### config.mk
export PLATFORM = sky130hd
export DESIGN_NAME = dtsw_top
export DESIGN_NICKNAME = d
export VERILOG_FILES = /design/src/verilog/dtsw_pkg.sv /design/src/verilog/dtsw_prescaler.sv /design/src/verilog/dtsw_edge_sync.sv /design/src/verilog/dtsw_top.sv
export SDC_FILE = /design/constraint.sdc
export NUM_CORES = 1
export LEC_CHECK = 0
export ABC_AREA = 0
export BUFFER_PORTS_ARGS = -buffer_cell sky130_fd_sc_hd__buf_2
export CAP_MARGIN = 20
export CORE_UTILIZATION = 23
export DETAILED_ROUTE_END_ITERATION = 10
export PLACE_DENSITY = 0.37
export SLEW_MARGIN = 40
export SYNTH_ARGS = -nofsm -noshare
export SYNTH_HDL_FRONTEND = slang
export SYNTH_HIERARCHICAL = 1
export SYNTH_SLANG_ARGS = --single-unit
### constraint.sdc
create_clock -name clk_sys -period 4.35 [get_ports clk_sys]
set_clock_uncertainty 0.2 [all_clocks]
set_input_delay 0.2175 -clock clk_sys [delete_from_list [all_inputs] [get_ports clk_sys]]
set_output_delay 0.2175 -clock clk_sys [all_outputs]
set_load 0.005 [all_outputs]
### src/verilog/dtsw_pkg.sv
`default_nettype none
package dtsw_pkg;
	// register byte offsets on the bus
	localparam logic [7:0] ADR_CLK_SEL = 8'h00;
	localparam logic [7:0] ADR_MODE = 8'h04;
	localparam logic [7:0] ADR_OUT_CTRL = 8'h08;
	localparam logic [7:0] ADR_LOW_CMP = 8'h0C;
	localparam logic [7:0] ADR_HIGH_CMP = 8'h10;
	localparam logic [7:0] ADR_COUNT = 8'h14;
	localparam logic [7:0] ADR_IRQ_MASK = 8'h18;
	localparam logic [7:0] ADR_STATUS = 8'h1C;

	// clock select register fields
	localparam int LOW_SEL_LSB = 0;
	localparam int HIGH_SEL_LSB = 4;
	localparam int SEL_W = 4;

	// timer mode control bits
	localparam int BIT_COUNT_RUN = 0;
	localparam int BIT_COUNT_RUN_B = 1;
	localparam int BIT_CASCADE = 2;

	// output control bits
	localparam int BIT_OUT_A_EN = 0;
	localparam int BIT_OUT_A_SET = 2;
	localparam int BIT_OUT_A_RST = 3;
	localparam int BIT_OUT_B_EN = 4;

	// mask and status bits
	localparam int BIT_LOW_MASK = 0;
	localparam int BIT_STAT_OUT_A = 0;
	localparam int BIT_STAT_OUT_B = 1;

	// count source select codes
	localparam logic [3:0] SEL_EVT_FALL = 4'h0;
	localparam logic [3:0] SEL_EVT_RISE = 4'h1;
	localparam logic [3:0] SEL_DIV_FIRST = 4'h6;
	localparam logic [3:0] SEL_DIV_LAST = 4'hE;
	localparam logic [3:0] SEL_DIV_TOP = 4'hF;
	localparam logic [3:0] SEL_DIV_BIAS = 4'h4;
	localparam int DIV_TOP_LOG2 = 12;

	// widths and reset values
	localparam int CNT_W = 8;
	localparam int PRE_W = 12;
	localparam logic [7:0] RST_BYTE = 8'h00;
	localparam logic [7:0] CNT_MAX = 8'hFF;
endpackage
`default_nettype wire

### src/verilog/dtsw_prescaler.sv
`default_nettype none
module dtsw_prescaler
	import dtsw_pkg::*;
#(
	parameter int WIDTH = PRE_W
) (
	input wire logic clk_sys,
	input wire logic reset_n,
	output logic [WIDTH-1:0] count
);
	// the divide taps need at least the top divisor's width
	if (WIDTH < DIV_TOP_LOG2) begin
		$error("prescaler too narrow");
	end

	// free-running divider; taps are decoded by the user
	always_ff @(posedge clk_sys or negedge reset_n) begin
		if (!reset_n) begin
			count <= '0;
		end else begin
			count <= count + WIDTH'(1);
		end
	end
endmodule
`default_nettype wire

### src/verilog/dtsw_edge_sync.sv
`default_nettype none
module dtsw_edge_sync (
	input wire logic clk_sys,
	input wire logic reset_n,
	input wire logic pin,
	output logic rise,
	output logic fall
);
	logic s1_r;
	logic s2_r;
	logic s3_r;
	logic level_r;

	// three stages; only the second and third are compared
	always_ff @(posedge clk_sys or negedge reset_n) begin
		if (!reset_n) begin
			s1_r <= 1'b0;
			s2_r <= 1'b0;
			s3_r <= 1'b0;
		end else begin
			s1_r <= pin;
			s2_r <= s1_r;
			s3_r <= s2_r;
		end
	end

	// accepted level moves only once stages two and three agree, so a one-cycle glitch never counts
	always_ff @(posedge clk_sys or negedge reset_n) begin
		if (!reset_n) begin
			level_r <= 1'b0;
		end else if (s2_r == s3_r) begin
			level_r <= s3_r;
		end
	end

	// one-cycle edge pulses against the accepted level
	assign rise = s2_r & s3_r & ~level_r;
	assign fall = ~s2_r & ~s3_r & level_r;
endmodule
`default_nettype wire

### src/verilog/dtsw_top.sv
// Decided for this implementation: register access over Wishbone and the placing of the registers.
`default_nettype none
module dtsw_top
	import dtsw_pkg::*;
#(
	parameter int PRESCALE_W = PRE_W
) (
	input wire logic clk_sys,
	input wire logic reset_n,
	input wire logic wb_cyc_i,
	input wire logic wb_stb_i,
	input wire logic wb_we_i,
	input wire logic [7:0] wb_adr_i,
	input wire logic [3:0] wb_sel_i,
	input wire logic [31:0] wb_dat_i,
	output logic [31:0] wb_dat_o,
	output logic wb_ack_o,
	input wire logic event_in_a,
	input wire logic event_in_b,
	output logic square_out_a,
	output logic square_out_b,
	output logic low_match_irq,
	output logic high_match_irq
);
	// refuse a divider too short to reach the top tap
	if (PRESCALE_W < DIV_TOP_LOG2) begin
		$error("prescale width cannot reach the top divisor");
	end

	// software visible state
	logic [7:0] clock_select_reg_r;
	logic [7:0] timer_mode_ctrl_r;
	logic out_a_enable_r;
	logic out_b_enable_r;
	logic [7:0] low_compare_r;
	logic [7:0] high_compare_r;
	logic low_match_irq_mask_r;

	// counting state
	logic [7:0] low_counter_r;
	logic [7:0] high_counter_r;
	logic [7:0] low_counter_nxt;
	logic [7:0] high_counter_nxt;

	// bus and event wiring
	logic [PRESCALE_W-1:0] pre_cnt;
	logic rise_a;
	logic fall_a;
	logic rise_b;
	logic fall_b;
	logic req;
	logic wr_en;
	logic byte0_wr;
	logic out_ctrl_wr;
	logic force_set;
	logic force_rst;
	logic [31:0] rd_nxt;

	// mode decode
	logic cascade_select;
	logic count_run;
	logic count_run_b;
	logic [3:0] low_clock_select;
	logic [3:0] high_clock_select;
	logic tick_a;
	logic tick_b;
	logic low_eq;
	logic high_eq;
	logic match_a;
	logic match_b;
	logic full_match;
	logic low_wrap;

	// tap test: low k bits of the divider all ones gives one pulse per 2^k clocks
	function automatic logic tap_hit(input logic [PRESCALE_W-1:0] pre, input int k);
		logic [PRESCALE_W-1:0] mask;
		mask = PRESCALE_W'((64'h1 << k) - 64'h1);
		return (pre & mask) == mask;
	endfunction

	// count pulse chosen by one select field
	function automatic logic src_tick(
		input logic [3:0] code,
		input logic [PRESCALE_W-1:0] pre,
		input logic rise,
		input logic fall
	);
		logic hit;
		hit = 1'b0;
		if (code == SEL_EVT_FALL) begin
			hit = fall;
		end else if (code == SEL_EVT_RISE) begin
			hit = rise;
		end else if (code >= SEL_DIV_FIRST && code <= SEL_DIV_LAST) begin
			hit = tap_hit(pre, int'(code - SEL_DIV_BIAS));
		end else if (code == SEL_DIV_TOP) begin
			hit = tap_hit(pre, DIV_TOP_LOG2);
		end
		// forbidden codes never count, so a bad setting just stalls the channel
		return hit;
	endfunction

	// counters wrap from all ones, which the cascade relies on
	function automatic logic [7:0] step_up(input logic [7:0] v);
		return v + 8'h01;
	endfunction

	// 8-bit mode step: own match clears, anything else counts up
	function automatic logic [7:0] clear_or_step(input logic [7:0] v, input logic eq);
		return eq ? RST_BYTE : step_up(v);
	endfunction

	dtsw_prescaler #(
		.WIDTH(PRESCALE_W)
	) u_pre (
		.clk_sys(clk_sys),
		.reset_n(reset_n),
		.count(pre_cnt)
	);

	dtsw_edge_sync u_sync_a (
		.clk_sys(clk_sys),
		.reset_n(reset_n),
		.pin(event_in_a),
		.rise(rise_a),
		.fall(fall_a)
	);

	dtsw_edge_sync u_sync_b (
		.clk_sys(clk_sys),
		.reset_n(reset_n),
		.pin(event_in_b),
		.rise(rise_b),
		.fall(fall_b)
	);

	// bus request decode; ack_o low keeps a new request to one cycle
	assign req = wb_cyc_i & wb_stb_i & ~wb_ack_o;
	assign wr_en = req & wb_we_i;
	assign byte0_wr = wr_en & wb_sel_i[0];
	assign out_ctrl_wr = byte0_wr && wb_adr_i == ADR_OUT_CTRL;
	assign force_set = out_ctrl_wr && wb_dat_i[BIT_OUT_A_SET];
	assign force_rst = out_ctrl_wr && wb_dat_i[BIT_OUT_A_RST];

	// field decode
	assign cascade_select = timer_mode_ctrl_r[BIT_CASCADE];
	assign count_run = timer_mode_ctrl_r[BIT_COUNT_RUN];
	assign count_run_b = timer_mode_ctrl_r[BIT_COUNT_RUN_B];
	assign low_clock_select = clock_select_reg_r[LOW_SEL_LSB +: SEL_W];
	assign high_clock_select = clock_select_reg_r[HIGH_SEL_LSB +: SEL_W];

	// count pulses; the high channel's own source only matters in 8-bit mode
	assign tick_a = count_run & src_tick(low_clock_select, pre_cnt, rise_a, fall_a);
	assign tick_b = count_run_b & src_tick(high_clock_select, pre_cnt, rise_b, fall_b);

	// compare decode
	assign low_eq = low_counter_r == low_compare_r;
	assign high_eq = high_counter_r == high_compare_r;
	assign low_wrap = low_counter_r == CNT_MAX;
	assign match_a = tick_a & low_eq;
	assign full_match = cascade_select & tick_a & low_eq & high_eq;
	assign match_b = cascade_select ? full_match : (tick_b & high_eq);

	// next counts for both modes
	always_comb begin
		low_counter_nxt = low_counter_r;
		high_counter_nxt = high_counter_r;
		if (cascade_select) begin
			if (tick_a) begin
				if (low_eq && high_eq) begin
					// whole 16-bit match restarts the pair at zero
					low_counter_nxt = RST_BYTE;
					high_counter_nxt = RST_BYTE;
				end else begin
					// low byte match alone does not clear in this mode
					low_counter_nxt = step_up(low_counter_r);
					if (low_wrap) begin
						high_counter_nxt = step_up(high_counter_r);
					end
				end
			end
		end else begin
			if (tick_a) begin
				low_counter_nxt = clear_or_step(low_counter_r, low_eq);
			end
			if (tick_b) begin
				high_counter_nxt = clear_or_step(high_counter_r, high_eq);
			end
		end
	end

	// counters
	always_ff @(posedge clk_sys or negedge reset_n) begin
		if (!reset_n) begin
			low_counter_r <= RST_BYTE;
			high_counter_r <= RST_BYTE;
		end else begin
			low_counter_r <= low_counter_nxt;
			high_counter_r <= high_counter_nxt;
		end
	end

	// control registers written from the bus, byte lane 0 only
	always_ff @(posedge clk_sys or negedge reset_n) begin
		if (!reset_n) begin
			clock_select_reg_r <= RST_BYTE;
			timer_mode_ctrl_r <= RST_BYTE;
			out_a_enable_r <= 1'b0;
			out_b_enable_r <= 1'b0;
			low_compare_r <= RST_BYTE;
			high_compare_r <= RST_BYTE;
			low_match_irq_mask_r <= 1'b0;
		end else if (byte0_wr) begin
			case (wb_adr_i)
				ADR_CLK_SEL: begin
					clock_select_reg_r <= wb_dat_i[7:0];
				end
				ADR_MODE: begin
					timer_mode_ctrl_r <= wb_dat_i[7:0];
				end
				ADR_OUT_CTRL: begin
					out_a_enable_r <= wb_dat_i[BIT_OUT_A_EN];
					out_b_enable_r <= wb_dat_i[BIT_OUT_B_EN];
				end
				ADR_LOW_CMP: begin
					low_compare_r <= wb_dat_i[7:0];
				end
				ADR_HIGH_CMP: begin
					high_compare_r <= wb_dat_i[7:0];
				end
				ADR_IRQ_MASK: begin
					low_match_irq_mask_r <= wb_dat_i[BIT_LOW_MASK];
				end
				default: begin
					// read-only or unmapped: write is dropped
				end
			endcase
		end
	end

	// output A: software force beats a same-cycle toggle; both forces cancel
	always_ff @(posedge clk_sys or negedge reset_n) begin
		if (!reset_n) begin
			square_out_a <= 1'b0;
		end else if (force_set && !force_rst) begin
			square_out_a <= 1'b1;
		end else if (force_rst && !force_set) begin
			square_out_a <= 1'b0;
		end else if (match_a && out_a_enable_r) begin
			// match only exists on a running tick, so a stopped pin holds
			square_out_a <= ~square_out_a;
		end
	end

	// output B toggles on its own or on the full 16-bit match
	always_ff @(posedge clk_sys or negedge reset_n) begin
		if (!reset_n) begin
			square_out_b <= 1'b0;
		end else if (match_b && out_b_enable_r) begin
			square_out_b <= ~square_out_b;
		end
	end

	// request pulses; masking the low one suits the 16-bit interval use
	always_ff @(posedge clk_sys or negedge reset_n) begin
		if (!reset_n) begin
			low_match_irq <= 1'b0;
			high_match_irq <= 1'b0;
		end else begin
			low_match_irq <= match_a & ~low_match_irq_mask_r;
			high_match_irq <= match_b;
		end
	end

	// read mux; the whole 16-bit count comes in one word so halves never tear
	always_comb begin
		rd_nxt = 32'h0000_0000;
		case (wb_adr_i)
			ADR_CLK_SEL: begin
				rd_nxt[7:0] = clock_select_reg_r;
			end
			ADR_MODE: begin
				rd_nxt[7:0] = timer_mode_ctrl_r;
			end
			ADR_OUT_CTRL: begin
				rd_nxt[BIT_OUT_A_EN] = out_a_enable_r;
				rd_nxt[BIT_OUT_B_EN] = out_b_enable_r;
			end
			ADR_LOW_CMP: begin
				rd_nxt[7:0] = low_compare_r;
			end
			ADR_HIGH_CMP: begin
				rd_nxt[7:0] = high_compare_r;
			end
			ADR_COUNT: begin
				rd_nxt[15:0] = {high_counter_r, low_counter_r};
			end
			ADR_IRQ_MASK: begin
				rd_nxt[BIT_LOW_MASK] = low_match_irq_mask_r;
			end
			ADR_STATUS: begin
				rd_nxt[BIT_STAT_OUT_A] = square_out_a;
				rd_nxt[BIT_STAT_OUT_B] = square_out_b;
			end
			default: begin
				rd_nxt = 32'h0000_0000;
			end
		endcase
	end

	// single-wait-state answer: ack one cycle after the request is seen
	always_ff @(posedge clk_sys or negedge reset_n) begin
		if (!reset_n) begin
			wb_ack_o <= 1'b0;
			wb_dat_o <= 32'h0000_0000;
		end else begin
			wb_ack_o <= req;
			if (req && !wb_we_i) begin
				wb_dat_o <= rd_nxt;
			end
		end
	end
endmodule
`default_nettype wire

==> results.yml <==
power:
  power_w: 0.00185
  powerDensity_nw_per_um2: 292
  p_leak_nw: 2.99
  peakVddDrop_v: 0.000158
detailed_routing:
  num_vias: 4131
  ant_nets: 0
  viasPerCell: 4.64
  drt_pass1_iterations: 4
  wl_per_cell_microns: 16.6
  drtIter0Drc: 171
  wl_mm: 14.8
  drc_errors: 0
sta:
  setup_violations: 0
  rsz0062_at_grt: "no"
  final_max_slew_viol_count: 0
  max_slew_margin: 0.505
  setup_tns_ns: 0
  finalHoldViolations: 0
  holdWs_ns: 0.0157
  fmax_ghz: 0.247
  tightest_slew_ns: 0.742
  fin_crit_sh: 0.932
  fin_crit_ns: 4.05
  worst_slack_ns: 0.297
layout:
  final_area_sq_um: 6330
  drive_above_1_share: 0.220
  syn_to_final_growth_pct: 17.6
  num_antenna_cells: 0
  nets: 642
synth:
  syn_inst: 519
  syn_avg_cell_area_sq_um: 10.4
  synth_area_leaders: "dfrtp_1 (43%), mux2_2 (7.9%), ha_1 (4.4%)"
  synth_ff_type: "dfrtp_1"
  async_flop_share: 1.00
  synth_edf_count: 0
  synth-seq-cells: 92
  netlist_area_sq_um: 5380
  synth_top_area_share: 0.428
  yosys.area.top_type: "dfrtp_1"
  yosysWarnings: 6
  seq_area_frac_synth: 0.428
  synth_cell_type_count: 70
placement:
  routabilityCongestion: 0.804
  post-place-ws_ns: 0.197
  hpwl_mm: 10.7
  dpl-instance-area_sq_um: 5890
  io_buffers: 44
cts:
  cts_buffer_depth: 2
  htreeDepth: 3
  cts.sinks: 92
  insertion_delay_ns: 0.35
  clkTransAtPathRegs_ns: 0.08
  cts_root_buffer: "clkbuf_16"
  numCtsBuffers: 9
  cts_tree: "built"
global_route:
  grt_first_pass_wirelength_mm: 23.9
  first_global_vias: 4037
  grt_util_met1: 0.194
  grt-busiest-layer: "met1"
  grt_usage: 0.130
  antenna_found_initial: 0
  met3_usage: 0.0240
  grt_overflow: 0
  grtUsageMet2: 0.190
  grt_max_degree: 69
die:
  fp.dieArea_sq_um: 24000
  io_pins: 88
  die_h_microns: 155
  num_rows: 55
  die_x_microns: 155
  core_area_sq_um: 22800
  start_util: 0.236
job:
  cap_viol_max_count: 0
worst_setup_path:
  crit_path_start_kind: "register"
  crit_path_cell_trace: "inv_1 > ha_2 > and2b_1 > nor2b_2 > nand2_1 > ha_1 > nor2b_1 > nor2_1 > o2111ai_1 > a211oi_1 > a32oi_2 > o32ai_2 > buf_4 > o21ai_0 > a22o_1"
  cp.arrival_ns: 4.10
  path_max_fanout: 11
  crit_family: "compound AO/OA/AOI/OAI gates"
  criticalPathCategory: "reg2reg"
  slowest_delay_ns: 0.44
  path_buf_inv: 2
  critPathCaptureType: "register"
  critPathRequiredTime_ns: 4.40
  critPathSlowestCell: "dfrtp_1"
worst_hold_path:
  hold_class: "in2reg"
status:
  status: "finished, final reports clean"
## logic make-up after synthesis
family                     Yosys count  share of synthesized area
other                                1                   0.000697
xor gates and xnor gates            29                     0.0472
AOI/OAI and AO/OA                  109                      0.144
and+or+nand+nor                    154                      0.160
muxes                               51                      0.115
buffers and inverters               64                     0.0609
DFF                                 92                      0.428
adders and majority gates           19                     0.0442
## synth_stat cells (2+ instances only)
master,n
mux2_2,38
o32ai_1,2
a32oi_1,3
dfrtp_1,92
buf_2,3
mux4_2,4
and2_1,4
a31oi_1,3
o22ai_1,8
a211oi_1,2
o221ai_1,2
a311o_1,2
mux2_4,2
nor2_1,24
or3_1,2
buf_6,2
o211a_1,2
and2b_1,2
ha_1,19
nor2b_1,10
xor2_1,24
mux2i_1,7
o31ai_1,2
a22o_1,15
nand2b_1,16
nand3_1,15
o2bb2ai_1,4
a22oi_1,4
or2_2,3
clkbuf_1,12
o21ai_0,28
and3_1,11
nand4_1,6
nor4_2,2
buf_4,18
a21oi_1,15
nor3_1,10
a221oi_1,2
xnor2_1,5
nand2_1,31
inv_1,28
nor4_1,7
## state kept, by name, summed over array words and instances (netlist names), 8 cells and up
signal	count
high_counter_r	8
wb_dat_o	16
low_counter_r	8
low_compare_r	8
u_pre/count	12
timer_mode_ctrl_r	8
high_compare_r	8
clock_select_reg_r	8
## metal layers
metal	vias up	share of wire	wire, microns
met5	-	0	0
met1	2060	0.51	7490
met3	9	0.047	700
met2	106	0.43	6420
met4	0	0.010	155
li1	1956	-	-
## power breakdown
group / switching (W) / leakage (nW) / internal, W / total (W)
Combinational: 0.0000700 / 1.60 / 0.0000435 / 0.000113
Clock: 0.000382 / 0.158 / 0.000475 / 0.000858
Sequential: 0.00000947 / 1.24 / 0.000868 / 0.000878
Total: 0.000462 / 2.99 / 0.00139 / 0.00185
## worst register-to-register path, stage by stage (launching register included)
cell	delay (ns)
dfrtp_1	0.44
inv_1	0.11
ha_2	0.42
and2b_1	0.29
nor2b_2	0.26
nand2_1	0.08
ha_1	0.33
nor2b_1	0.20
nor2_1	0.12
o2111ai_1	0.13
a211oi_1	0.26
a32oi_2	0.21
o32ai_2	0.32
buf_4	0.24
o21ai_0	0.10
a22o_1	0.25
## cell usage in the layout (no fill, tap or decap), types with 7 or more instances in the layout
cell type and n:
a21oi_1 15, a22o_1 15, and3_1 11, buf_2 43
buf_4 8, clkbuf_16 9, conb_1 16, dfrtp_1 92
dlygate4sd3_1 11, ha_1 18, inv_1 28, mux2_2 38
mux2i_1 7, nand2_1 31, nand2b_1 16, nand3_1 15
nor2_1 24, nor2b_1 9, nor3_1 10, nor4_1 7
o21ai_0 28, o22ai_1 8, xor2_1 24
## per-stage QoR
stage	util	std cells
after detailed placement	0.259	863
after global placement	0.259	863
final	0.278	890
after CTS	0.277	889
after floorplan	-	534
after global routing	0.278	890
## timing repair
item                                    4_1_cts  5_1_grt
setup buffers                                 0        0
endpoints found under the setup margin        0        3
hold buffers                                 10        1
resized for setup                             0        2
endpoints found under the hold margin        86        1
## cell type report
class | count | area [sq um]
clock buffer | 10 | 239
clock inverter | 6 | 78.8
fill | 2413 | 16500
inverter | 28 | 105
multi-input combinational | 378 | 2810
sequential | 92 | 2300
tap | 313 | 392
timing repair buffer | 63 | 397
## worst paths after layout
check	from	endpoint	slack, ns	depth (start not counted)
max	clock_select_reg_r[3]	high_counter_r[6]	0.30	15
max in group asynchronous	reset_n	clock_select_reg_r[2]	2.83	3
min in group asynchronous	reset_n	u_pre/count[4]	0.25	2
max reg2reg	clock_select_reg_r[3]	high_counter_r[6]	0.30	15
min	wb_dat_i[5]	clock_select_reg_r[5]	0.02	2
min reg2reg	u_sync_a/s1_r	u_sync_a/s2_r	0.15	0
No activity file was read; power rests on OpenSTA's default activity.
